==> src/hdl/lcrb_regs.vh <==
`ifndef LCRB_REGS_VH
`define LCRB_REGS_VH

// ----------------------------------------
// Register offsets (8-bit host interface)
// ----------------------------------------
`define LCRB_ADDR_MON_CTRL 8'h0b
`define LCRB_ADDR_DLB 8'h0c
`define LCRB_ADDR_LAC 8'h0d
`define LCRB_ADDR_AAO 8'h0e
`define LCRB_ADDR_GLB 8'h0f
`define LCRB_ADDR_TPTR 8'h10
`define LCRB_ADDR_TSEL 8'h11

// ----------------------------------------
// Reset values
// ----------------------------------------
`define LCRB_RST_BYTE 8'h00
`define LCRB_RST_MON 4'h0
`define LCRB_RST_PTR 3'h0

// ----------------------------------------
// Global settings bit positions
// ----------------------------------------
`define LCRB_GLB_RX_IMP_MODE 7
`define LCRB_GLB_ALARM_ALL 6
`define LCRB_GLB_SHORT_OFF_ALL 5
`define LCRB_GLB_AMI_ALL 4
`define LCRB_GLB_JA_DEPTH_ALL 3
`define LCRB_GLB_JA_POS_ALL 1
`define LCRB_GLB_JA_EN_ALL 0
`define LCRB_GLB_WMASK 8'hfb

// ----------------------------------------
// Template register fields
// ----------------------------------------
`define LCRB_TS_RX_MATCH_OFF 7
`define LCRB_TS_TX_TERM_OFF 6
`define LCRB_TS_IMP_ALT 3
`define LCRB_TS_CODE_HI 2
`define LCRB_TS_WMASK 8'hcf
`define LCRB_TS_CODE_E1 3'h0
`define LCRB_TS_CODE_T1_SHORT 3'h3
`define LCRB_TS_CODE_RSVD_A 3'h1
`define LCRB_TS_CODE_RSVD_B 3'h2

// ----------------------------------------
// Pointer and monitor fields
// ----------------------------------------
`define LCRB_PTR_WMASK 8'h07
`define LCRB_MON_WMASK 8'h0f

`endif

==> src/hdl/lcrb_config_bank.v <==
// Notes on behaviour
// - Monitor code: low zero idle, else line+1
// - Digital loopback turns transmit rails to receive
// - Digital plus remote loopback gives dual loopback
// - Criteria bit picks E1 rule; T1 fixed
// - Auto all-ones sent while loss detected
// - All-ones timed from master reference tick
// - Global bit 7 selects internal receive impedance
// - External mode trims except E1 120 ohm or template bit 7 set
// - Global bit 6 forces alarm on loss
// - Global bit 5 disables short protection everywhere
// - Global bit 4 forces AMI on all
// - Global bit 3 forces 128-bit attenuator depth
// - Global bit 1 forces attenuator into receive
// - Global bit 0 enables attenuator on all
// - Pointer 000..111 selects template channel 1..8
// - Template bit 7 turns receive match off
// - Template bit 6 turns transmit termination off
// - Template bit 3 picks impedance per variant
// - Template code picks mode and length
// - Monitor code in low four bits
// - Remote loopback returns line to transmitter
`timescale 1ns/1ps
`default_nettype none
`include "lcrb_regs.vh"

module lcrb_config_bank #(
  parameter NCH = 8,
  parameter DEFAULT_120 = 1
) (
  // Clock and reset
  input wire clock_i,
  input wire rst_n_i,
  // Host register port
  input wire [7:0] addr_i,
  input wire wr_en_i,
  input wire rd_en_i,
  input wire [7:0] wdata_i,
  output reg [7:0] rdata_o,
  output reg rd_hit_o,
  // Settings held elsewhere in the device
  input wire [NCH-1:0] remote_loopback_bits_i,
  input wire [NCH-1:0] per_channel_alarm_on_loss_i,
  input wire [NCH-1:0] per_channel_short_protect_off_i,
  input wire [NCH-1:0] per_channel_line_code_i,
  input wire [NCH-1:0] per_channel_ja_depth_i,
  input wire [NCH-1:0] per_channel_ja_position_i,
  input wire [NCH-1:0] per_channel_ja_enable_i,
  // Line status and reference pacing
  input wire [NCH-1:0] los_i,
  input wire mclk_tick_i,
  // System rails (pins)
  input wire [NCH-1:0] tx_pos_rail_i,
  input wire [NCH-1:0] tx_neg_rail_i,
  output wire [NCH-1:0] rx_pos_rail_o,
  output wire [NCH-1:0] rx_neg_rail_o,
  // Line front end data
  input wire [NCH-1:0] line_rx_pos_i,
  input wire [NCH-1:0] line_rx_neg_i,
  output wire [NCH-1:0] line_tx_pos_o,
  output wire [NCH-1:0] line_tx_neg_o,
  // Monitoring selection
  output reg mon_active_o,
  output reg mon_tx_line_o,
  output reg [3:0] mon_line_o,
  // Loopback and alarm controls
  output reg [NCH-1:0] dig_loop_o,
  output reg [NCH-1:0] dual_loop_o,
  output reg [NCH-1:0] crit_ets_o,
  output reg [NCH-1:0] crit_g775_o,
  output reg [NCH-1:0] crit_t1_o,
  output reg [NCH-1:0] all_ones_active_o,
  // Effective global or per-channel settings
  output reg rx_imp_internal_o,
  output reg [NCH-1:0] alarm_on_loss_o,
  output reg [NCH-1:0] short_protect_off_o,
  output reg [NCH-1:0] ami_select_o,
  output reg [NCH-1:0] ja_depth_128_o,
  output reg [NCH-1:0] ja_rx_path_o,
  output reg [NCH-1:0] ja_enable_o,
  // Per-channel template results
  output reg [NCH-1:0] e1_mode_o,
  output reg [NCH-1:0] imp_120_o,
  output reg [NCH-1:0] rx_match_off_o,
  output reg [NCH-1:0] rx_trim_o,
  output reg [NCH-1:0] tx_term_off_o,
  output reg [NCH-1:0] tmpl_reserved_o,
  output reg [3*NCH-1:0] tmpl_code_o
);

  // ----------------------------------------
  // Storage
  // ----------------------------------------
  reg [3:0] line_monitor_select_q;
  reg [7:0] digital_loopback_bits_q;
  reg [7:0] los_alarm_criteria_bits_q;
  reg [7:0] auto_all_ones_bits_q;
  reg [7:0] global_settings_q;
  reg [2:0] template_channel_pointer_q;
  reg [7:0] line_template_code_q [0:NCH-1];
  reg [NCH-1:0] tx_pos_s1_q, tx_pos_s2_q;
  reg [NCH-1:0] tx_neg_s1_q, tx_neg_s2_q;
  reg [NCH-1:0] los_s1_q, los_s2_q;
  reg [NCH-1:0] lrx_pos_s1_q, lrx_pos_s2_q;
  reg [NCH-1:0] lrx_neg_s1_q, lrx_neg_s2_q;
  reg [7:0] rdata_d;
  reg rd_hit_d;
  wire mon_act_w;
  wire mon_tx_w;
  wire [3:0] mon_line_w;
  integer i;
  integer k;

  // Template code for a copy, used by the per-channel decode; readback returns the whole copy
  function [2:0] tcode;
    input [7:0] t;
    begin
      tcode = t[`LCRB_TS_CODE_HI:0];
    end
  endfunction

  // E1 impedance of a copy is 120 ohm per the variant and the alternate bit
  function is_120;
    input [7:0] t;
    begin
      if (DEFAULT_120 != 0) begin
        is_120 = ~t[`LCRB_TS_IMP_ALT];
      end else begin
        is_120 = t[`LCRB_TS_IMP_ALT];
      end
    end
  endfunction

  // ----------------------------------------
  // Pin synchronisers
  // ----------------------------------------
  // Rails and loss flags come from outside this clock, two stages each
  always @(posedge clock_i or negedge rst_n_i) begin
    if (!rst_n_i) begin
      tx_pos_s1_q <= {NCH{1'b0}};
      tx_pos_s2_q <= {NCH{1'b0}};
      tx_neg_s1_q <= {NCH{1'b0}};
      tx_neg_s2_q <= {NCH{1'b0}};
      los_s1_q <= {NCH{1'b0}};
      los_s2_q <= {NCH{1'b0}};
      lrx_pos_s1_q <= {NCH{1'b0}};
      lrx_pos_s2_q <= {NCH{1'b0}};
      lrx_neg_s1_q <= {NCH{1'b0}};
      lrx_neg_s2_q <= {NCH{1'b0}};
    end else begin
      tx_pos_s1_q <= tx_pos_rail_i;
      tx_pos_s2_q <= tx_pos_s1_q;
      tx_neg_s1_q <= tx_neg_rail_i;
      tx_neg_s2_q <= tx_neg_s1_q;
      los_s1_q <= los_i;
      los_s2_q <= los_s1_q;
      lrx_pos_s1_q <= line_rx_pos_i;
      lrx_pos_s2_q <= lrx_pos_s1_q;
      lrx_neg_s1_q <= line_rx_neg_i;
      lrx_neg_s2_q <= lrx_neg_s1_q;
    end
  end

  // ----------------------------------------
  // Register writes
  // ----------------------------------------
  // Masks drop reserved bits so they always read back as zero
  always @(posedge clock_i or negedge rst_n_i) begin
    if (!rst_n_i) begin
      line_monitor_select_q <= `LCRB_RST_MON;
      digital_loopback_bits_q <= `LCRB_RST_BYTE;
      los_alarm_criteria_bits_q <= `LCRB_RST_BYTE;
      auto_all_ones_bits_q <= `LCRB_RST_BYTE;
      global_settings_q <= `LCRB_RST_BYTE;
      template_channel_pointer_q <= `LCRB_RST_PTR;
      for (k = 0; k < NCH; k = k + 1) begin
        line_template_code_q[k] <= `LCRB_RST_BYTE;
      end
    end else if (wr_en_i) begin
      if (addr_i == `LCRB_ADDR_MON_CTRL) begin
        line_monitor_select_q <= wdata_i[3:0];
      end else if (addr_i == `LCRB_ADDR_DLB) begin
        digital_loopback_bits_q <= wdata_i;
      end else if (addr_i == `LCRB_ADDR_LAC) begin
        los_alarm_criteria_bits_q <= wdata_i;
      end else if (addr_i == `LCRB_ADDR_AAO) begin
        auto_all_ones_bits_q <= wdata_i;
      end else if (addr_i == `LCRB_ADDR_GLB) begin
        global_settings_q <= wdata_i & `LCRB_GLB_WMASK;
      end else if (addr_i == `LCRB_ADDR_TPTR) begin
        template_channel_pointer_q <= wdata_i[2:0];
      end else if (addr_i == `LCRB_ADDR_TSEL) begin
        // Only the copy named by the pointer changes
        line_template_code_q[template_channel_pointer_q] <= wdata_i & `LCRB_TS_WMASK;
      end
    end
  end

  // ----------------------------------------
  // Register reads
  // ----------------------------------------
  // Unknown addresses belong to other banks: zero data, hit low
  always @* begin
    rdata_d = 8'h00;
    rd_hit_d = 1'b1;
    if (addr_i == `LCRB_ADDR_MON_CTRL) begin
      rdata_d = {4'h0, line_monitor_select_q};
    end else if (addr_i == `LCRB_ADDR_DLB) begin
      rdata_d = digital_loopback_bits_q;
    end else if (addr_i == `LCRB_ADDR_LAC) begin
      rdata_d = los_alarm_criteria_bits_q;
    end else if (addr_i == `LCRB_ADDR_AAO) begin
      rdata_d = auto_all_ones_bits_q;
    end else if (addr_i == `LCRB_ADDR_GLB) begin
      rdata_d = global_settings_q;
    end else if (addr_i == `LCRB_ADDR_TPTR) begin
      rdata_d = {5'h00, template_channel_pointer_q};
    end else if (addr_i == `LCRB_ADDR_TSEL) begin
      rdata_d = line_template_code_q[template_channel_pointer_q];
    end else begin
      rd_hit_d = 1'b0;
    end
  end

  // Read data held until the next read
  always @(posedge clock_i or negedge rst_n_i) begin
    if (!rst_n_i) begin
      rdata_o <= 8'h00;
      rd_hit_o <= 1'b0;
    end else if (rd_en_i) begin
      rdata_o <= rdata_d;
      rd_hit_o <= rd_hit_d;
    end
  end

  // ----------------------------------------
  // Monitor selection
  // ----------------------------------------
  lcrb_mon_decode u_mon (
    .code_i(line_monitor_select_q),
    .mon_active_o(mon_act_w),
    .mon_tx_line_o(mon_tx_w),
    .mon_line_o(mon_line_w)
  );

  // Registered so the front-end switch sees a clean change
  always @(posedge clock_i or negedge rst_n_i) begin
    if (!rst_n_i) begin
      mon_active_o <= 1'b0;
      mon_tx_line_o <= 1'b0;
      mon_line_o <= 4'h0;
    end else begin
      mon_active_o <= mon_act_w;
      mon_tx_line_o <= mon_tx_w;
      mon_line_o <= mon_line_w;
    end
  end

  // ----------------------------------------
  // Effective per-channel controls
  // ----------------------------------------
  // A global bit overrides; when clear the per-channel source decides
  always @(posedge clock_i or negedge rst_n_i) begin
    if (!rst_n_i) begin
      dig_loop_o <= {NCH{1'b0}};
      dual_loop_o <= {NCH{1'b0}};
      crit_ets_o <= {NCH{1'b0}};
      crit_g775_o <= {NCH{1'b0}};
      crit_t1_o <= {NCH{1'b0}};
      all_ones_active_o <= {NCH{1'b0}};
      rx_imp_internal_o <= 1'b0;
      alarm_on_loss_o <= {NCH{1'b0}};
      short_protect_off_o <= {NCH{1'b0}};
      ami_select_o <= {NCH{1'b0}};
      ja_depth_128_o <= {NCH{1'b0}};
      ja_rx_path_o <= {NCH{1'b0}};
      ja_enable_o <= {NCH{1'b0}};
      e1_mode_o <= {NCH{1'b0}};
      imp_120_o <= {NCH{1'b0}};
      rx_match_off_o <= {NCH{1'b0}};
      rx_trim_o <= {NCH{1'b0}};
      tx_term_off_o <= {NCH{1'b0}};
      tmpl_reserved_o <= {NCH{1'b0}};
      tmpl_code_o <= {3*NCH{1'b0}};
    end else begin
      dig_loop_o <= digital_loopback_bits_q[NCH-1:0];
      dual_loop_o <= digital_loopback_bits_q[NCH-1:0] & remote_loopback_bits_i;
      all_ones_active_o <= auto_all_ones_bits_q[NCH-1:0] & los_s2_q;
      rx_imp_internal_o <= global_settings_q[`LCRB_GLB_RX_IMP_MODE];
      alarm_on_loss_o <= global_settings_q[`LCRB_GLB_ALARM_ALL] ?
                         {NCH{1'b1}} : per_channel_alarm_on_loss_i;
      short_protect_off_o <= global_settings_q[`LCRB_GLB_SHORT_OFF_ALL] ?
                             {NCH{1'b1}} : per_channel_short_protect_off_i;
      ami_select_o <= global_settings_q[`LCRB_GLB_AMI_ALL] ?
                      {NCH{1'b1}} : per_channel_line_code_i;
      ja_depth_128_o <= global_settings_q[`LCRB_GLB_JA_DEPTH_ALL] ?
                        {NCH{1'b1}} : per_channel_ja_depth_i;
      ja_rx_path_o <= global_settings_q[`LCRB_GLB_JA_POS_ALL] ?
                      {NCH{1'b1}} : per_channel_ja_position_i;
      ja_enable_o <= global_settings_q[`LCRB_GLB_JA_EN_ALL] ?
                     {NCH{1'b1}} : per_channel_ja_enable_i;
      for (i = 0; i < NCH; i = i + 1) begin
        // E1 only on code 000; 011 and up are T1/J1 lengths; 001, 010 reserved
        e1_mode_o[i] <= (tcode(line_template_code_q[i]) == `LCRB_TS_CODE_E1);
        tmpl_reserved_o[i] <= (tcode(line_template_code_q[i]) == `LCRB_TS_CODE_RSVD_A) ||
                              (tcode(line_template_code_q[i]) == `LCRB_TS_CODE_RSVD_B);
        tmpl_code_o[3*i +: 3] <= tcode(line_template_code_q[i]);
        // Criteria bit matters in E1 only; T1/J1 always uses its own rule
        crit_ets_o[i] <= (tcode(line_template_code_q[i]) == `LCRB_TS_CODE_E1) &
                         los_alarm_criteria_bits_q[i];
        crit_g775_o[i] <= (tcode(line_template_code_q[i]) == `LCRB_TS_CODE_E1) &
                          ~los_alarm_criteria_bits_q[i];
        crit_t1_o[i] <= (tcode(line_template_code_q[i]) != `LCRB_TS_CODE_E1);
        imp_120_o[i] <= is_120(line_template_code_q[i]);
        rx_match_off_o[i] <= line_template_code_q[i][`LCRB_TS_RX_MATCH_OFF];
        tx_term_off_o[i] <= line_template_code_q[i][`LCRB_TS_TX_TERM_OFF];
        // External mode still trims, except E1 at 120 ohm which needs none, and channels with receive match off
        rx_trim_o[i] <= ~global_settings_q[`LCRB_GLB_RX_IMP_MODE] &
                        ~line_template_code_q[i][`LCRB_TS_RX_MATCH_OFF] &
                        ~((tcode(line_template_code_q[i]) == `LCRB_TS_CODE_E1) &
                          is_120(line_template_code_q[i]));
      end
    end
  end

  // ----------------------------------------
  // Data path loops
  // ----------------------------------------
  // Fed from the registered digital loop and all-ones controls and the remote loop input, so a change lands one cycle later
  lcrb_rail_path #(
    .NCH(NCH)
  ) u_rail (
    .clock_i(clock_i),
    .rst_n_i(rst_n_i),
    .dlb_i(dig_loop_o),
    .rlb_i(remote_loopback_bits_i),
    .all_ones_i(all_ones_active_o),
    .mclk_tick_i(mclk_tick_i),
    .tx_pos_i(tx_pos_s2_q),
    .tx_neg_i(tx_neg_s2_q),
    .line_rx_pos_i(lrx_pos_s2_q),
    .line_rx_neg_i(lrx_neg_s2_q),
    .rx_pos_o(rx_pos_rail_o),
    .rx_neg_o(rx_neg_rail_o),
    .line_tx_pos_o(line_tx_pos_o),
    .line_tx_neg_o(line_tx_neg_o)
  );

endmodule

`default_nettype wire

==> src/hdl/lcrb_mon_decode.v <==
`timescale 1ns/1ps
`default_nettype none

module lcrb_mon_decode (
  // Select code
  input wire [3:0] code_i,
  // Decoded selection
  output wire mon_active_o,
  output wire mon_tx_line_o,
  output wire [3:0] mon_line_o
);

  // ----------------------------------------
  // Monitor code decode
  // ----------------------------------------
  // Low bits zero means idle regardless of the direction bit
  assign mon_active_o = (code_i[2:0] != 3'h0);
  // Line number is low bits plus one, so 2..8; receiver 1 does the monitoring
  assign mon_line_o = mon_active_o ? ({1'b0, code_i[2:0]} + 4'h1) : 4'h0;
  assign mon_tx_line_o = mon_active_o & code_i[3];

endmodule

`default_nettype wire

==> src/hdl/lcrb_rail_path.v <==
`timescale 1ns/1ps
`default_nettype none

module lcrb_rail_path #(
  parameter NCH = 8
) (
  // Clock and reset
  input wire clock_i,
  input wire rst_n_i,
  // Per-channel controls
  input wire [NCH-1:0] dlb_i,
  input wire [NCH-1:0] rlb_i,
  input wire [NCH-1:0] all_ones_i,
  input wire mclk_tick_i,
  // Rails, already synchronised
  input wire [NCH-1:0] tx_pos_i,
  input wire [NCH-1:0] tx_neg_i,
  input wire [NCH-1:0] line_rx_pos_i,
  input wire [NCH-1:0] line_rx_neg_i,
  // Outputs
  output reg [NCH-1:0] rx_pos_o,
  output reg [NCH-1:0] rx_neg_o,
  output reg [NCH-1:0] line_tx_pos_o,
  output reg [NCH-1:0] line_tx_neg_o
);

  reg ones_phase_q;

  // ----------------------------------------
  // All-ones mark alternation
  // ----------------------------------------
  // Paced by the master reference tick, since the system transmit clock may be gone
  always @(posedge clock_i or negedge rst_n_i) begin
    if (!rst_n_i) begin
      ones_phase_q <= 1'b0;
    end else if (mclk_tick_i) begin
      ones_phase_q <= ~ones_phase_q;
    end
  end

  // ----------------------------------------
  // Loopback and line muxes
  // ----------------------------------------
  // Both loops may be active together, which gives dual loopback per channel
  always @(posedge clock_i or negedge rst_n_i) begin
    if (!rst_n_i) begin
      rx_pos_o <= {NCH{1'b0}};
      rx_neg_o <= {NCH{1'b0}};
      line_tx_pos_o <= {NCH{1'b0}};
      line_tx_neg_o <= {NCH{1'b0}};
    end else begin
      // System receive side: transmit rails turned round when digitally looped
      rx_pos_o <= (dlb_i & tx_pos_i) | (~dlb_i & line_rx_pos_i);
      rx_neg_o <= (dlb_i & tx_neg_i) | (~dlb_i & line_rx_neg_i);
      // Line side: all-ones wins, then remote loop, then system data
      line_tx_pos_o <= (all_ones_i & {NCH{ones_phase_q}}) |
                       (~all_ones_i & rlb_i & line_rx_pos_i) |
                       (~all_ones_i & ~rlb_i & tx_pos_i);
      line_tx_neg_o <= (all_ones_i & {NCH{~ones_phase_q}}) |
                       (~all_ones_i & rlb_i & line_rx_neg_i) |
                       (~all_ones_i & ~rlb_i & tx_neg_i);
    end
  end

endmodule

`default_nettype wire

==> config.mk <==
export PLATFORM = sky130hd
export DESIGN_NAME = lcrb_config_bank
export DESIGN_NICKNAME = d
export VERILOG_FILES = /design/src/hdl/lcrb_config_bank.v /design/src/hdl/lcrb_mon_decode.v /design/src/hdl/lcrb_rail_path.v
export VERILOG_INCLUDE_DIRS = /design/src /design/src/hdl
export SDC_FILE = /design/constraint.sdc
export NUM_CORES = 1
export LEC_CHECK = 0
export BUFFER_PORTS_ARGS = -buffer_cell sky130_fd_sc_hd__buf_2
export CAP_MARGIN = 10
export CELL_PAD_IN_SITES_DETAIL_PLACEMENT = 0
export CELL_PAD_IN_SITES_GLOBAL_PLACEMENT = 2
export CORE_MARGIN = 2
export CORE_UTILIZATION = 35
export CTS_CLUSTER_SIZE = 40
export DETAILED_ROUTE_END_ITERATION = 8
export PLACE_DENSITY = 0.78
export SYNTH_ARGS = -nofsm -noshare
export SYNTH_HDL_FRONTEND = slang
export SYNTH_HIERARCHICAL = 1
export SYNTH_SLANG_ARGS = --single-unit
==> constraint.sdc <==
create_clock -name clock_i -period 4.63 [get_ports clock_i]
set_input_delay 0.6945 -clock clock_i [delete_from_list [all_inputs] [get_ports clock_i]]
set_output_delay 0.6945 -clock clock_i [all_outputs]
set_load 0.01 [all_outputs]
# --- Word level (Yosys, flattened, before mapping) ---
# Index checks and enable logic that the tools add are counted.
word_totals:
  mem_bits_rw: 0
  ff_bits: 399
  word_cells: 245
  latch_bits: 0
  input_bits: 117
  mem_bits_ro: 0
  out_inout_bits: 216
  n_memories: 0
op_classes:
  n_addsub: 1
  n_reduce_logical: 33
  div_mod_pow: 0
  shift: 0
  magnitude_cmp: 2
  multipliers: 0
  n_bitwise: 105
  eq_ne: 23
  n_mux: 27
ops:
  columns: ["op", "n"]
  rows:
  - ["$mux 8", 16]
  - ["$and 8x8->8", 14]
  - ["$bwmux 64", 1]
  - ["$or 8x8->8", 6]
  - ["$and 1x1->1", 41]
  - ["$eq 8x4->1 const B", 5]
  - ["$not 1->1", 40]
  - ["$reduce_bool 3->1", 9]
  - ["$bmux 8 s3", 1]
  - ["$demux 8 s3", 1]
  - ["$eq 3x1->1 const B", 8]
  - ["$eq 3x2->1 const B", 8]
  - ["$logic_not 3->1", 8]
  - ["$not 8->8", 3]
  - ["$eq 8x5->1 const B", 2]
  - ["$logic_or 1x1->1", 8]
  - ["$reduce_and 8->1", 1]
  - ["$mux 1", 7]
  - ["$reduce_and 7->1", 1]
  - ["$reduce_and 6->1", 1]
  - ["$reduce_and 5->1", 1]
  - ["$add 3x1->4 const B", 1]
  - ["$ge 4x4->1 const B", 1]
  - ["$lt 4x1->1 const B", 1]
  - ["6 further kinds", 6]

# --- Logic depth before layout (Yosys ltp) ---
depth:
  depth_word: 11
  depth_mapped: 7
  mapped_depth_nobuf: 5

# --- By module ---
# The synthesis kept the hierarchy.
modules_own_cells:
  columns: ["mod", "n_inst", "seq_area_each_um2", "cells_each", "area_per_inst_um2"]
  rows:
  - ["lcrb_config_bank", 1, 8758.4, 721, 11664.9]
  - ["lcrb_rail_path", 1, 825.8, 91, 1320.0]
  - ["lcrb_mon_decode", 1, 0.0, 11, 76.3]

# --- Worst setup path before layout ---
# Ideal clock, no wire load.
synth_timing:
  path_kind: "input port to flip-flop"
  from: "input addr_i[7]"
  to: "register line_template_code_q[48] (netlist bit)"
  n_path_buf: 2
  cell_stages: 6
  arrival_time_ns: 2.460
  slack_ns: 2.045
  t_required_ns: 4.505
  setup_ns: 0.125
  cell_sequence: "or3_1 buf_6 or3_1 buf_6 nor4_4 mux2_2"
synth_via:
  elab_chain_cells: 3
  elab_cells_between_ends: 14
  classes_between: "eq/ne: 7; bitwise: 6; reduce/logical: 1"
synth_lines:
  columns: ["element", "line", "source"]
  rows:
  - ["start: declaration", "lcrb_config_bank.v:35", "input wire [7:0] addr_i,"]
  - ["$eq 8x5->1 (no source line) or $eq 8x4->1 (tied branches)", null, null]
  - ["$not 1->1 (no source line)", null, null]
  - ["$reduce_and 8->1 (no source line) *", null, null]
  - ["end signal: indexed assignment", "lcrb_config_bank.v:177", "line_template_code_q[k] <= `LCRB_RST_BYTE;"]
  - ["end signal: indexed assignment", "lcrb_config_bank.v:194", "line_template_code_q[template_channel_pointer_q] <= wdata_i & `LCRB_TS_WMASK;"]
  - ["end: declaration", "lcrb_config_bank.v:100", "reg [7:0] line_template_code_q [0:NCH-1];"]
# Mark *: on every way between the ends. The rest lies on a longest branch, timed or not.
# A chain may end at the register's enable or synchronous reset.

# --- Worst setup path in the final report ---
layout_timing:
  from: "input addr_i[7]"
  to: "register line_template_code_q[62] (netlist bit)"
# The elaborated chain is that of the path after synthesis.

==> summary.md <==
| Metric | Value |
|---|---|
| Worst Skew | 0.0163 ns |
| ANT nets after route | 0 |
| Row count | 70 |
| Setup ws final | 2.17 ns |
| IO Port Bufs | 332 |
| Setup TNS | 0 ns |
| Leak | 8.36 nW |
| Antenna violations before repair | 1 |
| YS warnings | 6 |
| Regs by FF count | line_template_code_q (48), tmpl_code_o (24) |
| Synth Area in Adders | 0.00192 |
| Mux contribution to synthesized area | 0.131 |
| Final HPWL DP | 25200 µm |
| Reg2reg start | template_channel_pointer_q[0]$_DFFE_PN0P_ |
| WHS | 0.0997 ns |
| Status | finished, final reports clean |
| Routability cong. | 0.766 |
| Fmax | 0.407 GHz |
| Register area | 0.00958 mm² |
| Final Cycle Share | 0.531 |
| RSZ-0062 raised after global routing | false |
| Post-Route WL | 34900 µm |
| Layout cells sized above 1 | 0.480 |
| Clock buffer depth | 3 |
| CTS tree | yes |
| Number of global-route vias before repair | 8238 |
| Synth area leader | dfrtp_1 |
| Worst min path class | in -> async |
| Count of final setup violators | 0 |
| Initial Util | 0.356 |
| Seq cells post-synth | 383 |
| Post-Layout Cell Count | 1681 |
| Number of flip-flops in the largest register | 48 |
| WS Path Type | in -> reg |
| CP endpoint kind | register |
| Global Route Usage Sum | 0.181 |
| Routed vias/inst | 4.66 |
| Syn Nets | 942 |
| R2R Path End | line_template_code_q[14]$_DFFE_PN0P_ |
| Worst slew margin | 0.425 |
| Gate Count Post-Synth | 823 |
| Yosys top cell area share | 0.734 |
| Reg2Reg Setup Slack | 2.31 ns |
| Synthesized area | 0.0131 mm² |
| Crit path DAT | 2.88 ns |
| Avg WL per Cell | 20.7 µm |
| CP Launch Type | primary input |
| Worst vdd rail ir drop | 0.000220 V |
| CP Launch Point | addr_i[7] |
| Clk slew on worst S/H paths | 0.06 ns |
| Via Count | 7827 |
| DP Area | 0.0153 mm² |
| Register area share after synthesis | 0.734 |
| Total Power | 7.34 mW |
| Hold_buf cts | 0 |
| Worst slack, placed | 1.63 ns |
| Final design utilization | 0.455 |
| Top reg by flops | line_template_code_q |
| Post-CTS Resized | 0 |
| Nets | 1300 |
| Pre-Repair DR Iteration Count | 4 |
| Area Overhead vs Synth | 27.8% |
| Max-Cap Viols | 0 |
| CP max FO | 9 |
| Avg Synthesized Cell Area | 15.9 µm² |
| WP data required | 5.05 ns |
| R2R depth | 4 |
| Io pins | 333 |
| Synth Area in XOR/XNOR | 0.00604 |
| Max Slew Vio Count | 0 |
| Die Wd | 197 µm |
| TritonCTS Sinks | 383 |
| Fill count | 3345 |
| CTS H-tree depth | 2 |
| Drc violations | 0 |
| Synth Area in Compound Gates | 0.0324 |
| Largest net degree at the start of global routing | 111 |
| Endpoints failing hold | 0 |
| Drt first-iter violations | 354 |
| DIE HEIGHT | 197 µm |
| First-pass GRT wire length | 51700 µm |
| PD cells | 440 mW/mm² |
| Post-route cell area | 0.0167 mm² |
| Setup bufs post-CTS | 0 |
| Num CTS Buffers | 42 |
| Cell variety after synth | 48 |
| GRT overflow | 0 |
| Largest cells by area after synthesis | dfrtp_1, mux2_2, or2_2, mux4_2, mux2i_1 |
| Post-synthesis simple-gate area fraction | 0.0781 |
| Minimum clock period | 2.46 ns |
| Largest family of logic cells by synthesized area | multiplexers |
| Core Box Area | 0.0367 mm² |
| Clock Tree Root | clkbuf_16 |
| Die Area | 0.0389 mm² |
| Crit path to | line_template_code_q[62]$_DFFE_PN0P_ |
| Multi-input logic area | 0.00326 mm² |
| Placed insts | 1605 |
| Worst-Skew Late Latency | 0.55 ns |
| Tightest Pin Transition | 0.856 ns |
[worst max-delay path: stages]
cell and delay (ns):
buf_2 0.09, or3_1 0.55, or3_1 0.66, nor4_4 0.49, mux2_2 0.39
[routing by layer]
layer	track usage	wire length, µm	share of wire	up-vias
met5	0	0	0	-
met4	0.0674	932	0.027	0
met2	0.295	17000	0.49	233
met1	0.240	15000	0.43	4001
met3	0.0370	1890	0.054	55
li1	-	-	-	3538
[kinds of logic (layout without fill, tap and decap cells)]
| group | Yosys count | after routing |
|---|---|---|
| AOI/OAI and AO/OA | 67 | 67 |
| xor gates and xnor gates | 9 | 9 |
| adders and majority gates | 2 | 2 |
| buffers and inverters | 53 | 441 |
| DFF | 383 | 383 |
| muxes | 141 | 141 |
| other | 0 | 2 |
| and+or+nand+nor | 168 | 168 |
[worst min-delay path by stage]
stage,startpoint,to,slack (ns),cells past startpoint
global route,rst_n_i,tmpl_reserved_o[2]$_DFF_PN0_,0.12,1
finish,rst_n_i,tmpl_reserved_o[0]$_DFF_PN0_,0.1,1
CTS,rst_n_i,imp_120_o[2]$_DFF_PN0_,0.09,1
detailed placement,tx_neg_s1_q[1]$_DFF_PN0_,tx_neg_s2_q[1]$_DFF_PN0_,0.33,0
floorplan,los_s1_q[0]$_DFF_PN0_,los_s2_q[0]$_DFF_PN0_,0.33,0
global placement,tx_pos_s1_q[0]$_DFF_PN0_,tx_pos_s2_q[0]$_DFF_PN0_,0.33,0
[cells in the mapped netlist (all sizes together)]
master	number
nand3	9
nand2	24
a22o	1
o32a	1
o22ai	1
and2	25
nand4b	1
o21a	8
xor2	1
a32o	2
mux2	110
xnor2	8
nand2b	4
nor3b	1
clkbuf	13
inv	29
nor3	9
o21ai	24
a21oi	13
ha	2
or3b	2
a211oi	11
or2	49
mux2i	18
buf	11
a21o	1
or4	1
nor2	24
or3	11
a221oi	1
and3	2
nor4b	1
dfrtp	383
nand3b	3
nor4	2
o211ai	4
mux4	13
[power by group]
| group | switching, mW | internal (mW) | total (mW) |
|---|---|---|---|
| Sequential | 0.0974 | 3.47 | 3.57 |
| Clock | 1.33 | 2.04 | 3.37 |
| Combinational | 0.227 | 0.173 | 0.400 |
[placed cells by master (no fill, tap or decap), drive strengths merged, types with 2 or more instances in the layout]
master	instances
or2	49
a21oi	13
inv	32
a32o	2
nand3	9
nor2	24
buf	338
nor4	2
mux4	13
clkbuf	58
o21a	8
nor3	9
o21ai	24
and2	25
o211ai	4
mux2i	18
ha	2
diode	2
dfrtp	383
a211oi	11
xnor2	8
mux2	110
or3b	2
nand2b	4
clkinv	9
bufinv	3
nand2	24
or3	11
nand3b	3
and3	2
[layout make-up]
class | count | share of cell area
antenna | 2 | 0.000300
timing repair buffer | 338 | 0.104
tap | 468 | 0.0351
clock inverter | 16 | 0.0103
sequential | 383 | 0.574
inverter | 29 | 0.00652
clock buffer | 58 | 0.0744
multi-input combinational | 387 | 0.195
Power figures use the tool's default switching activity.
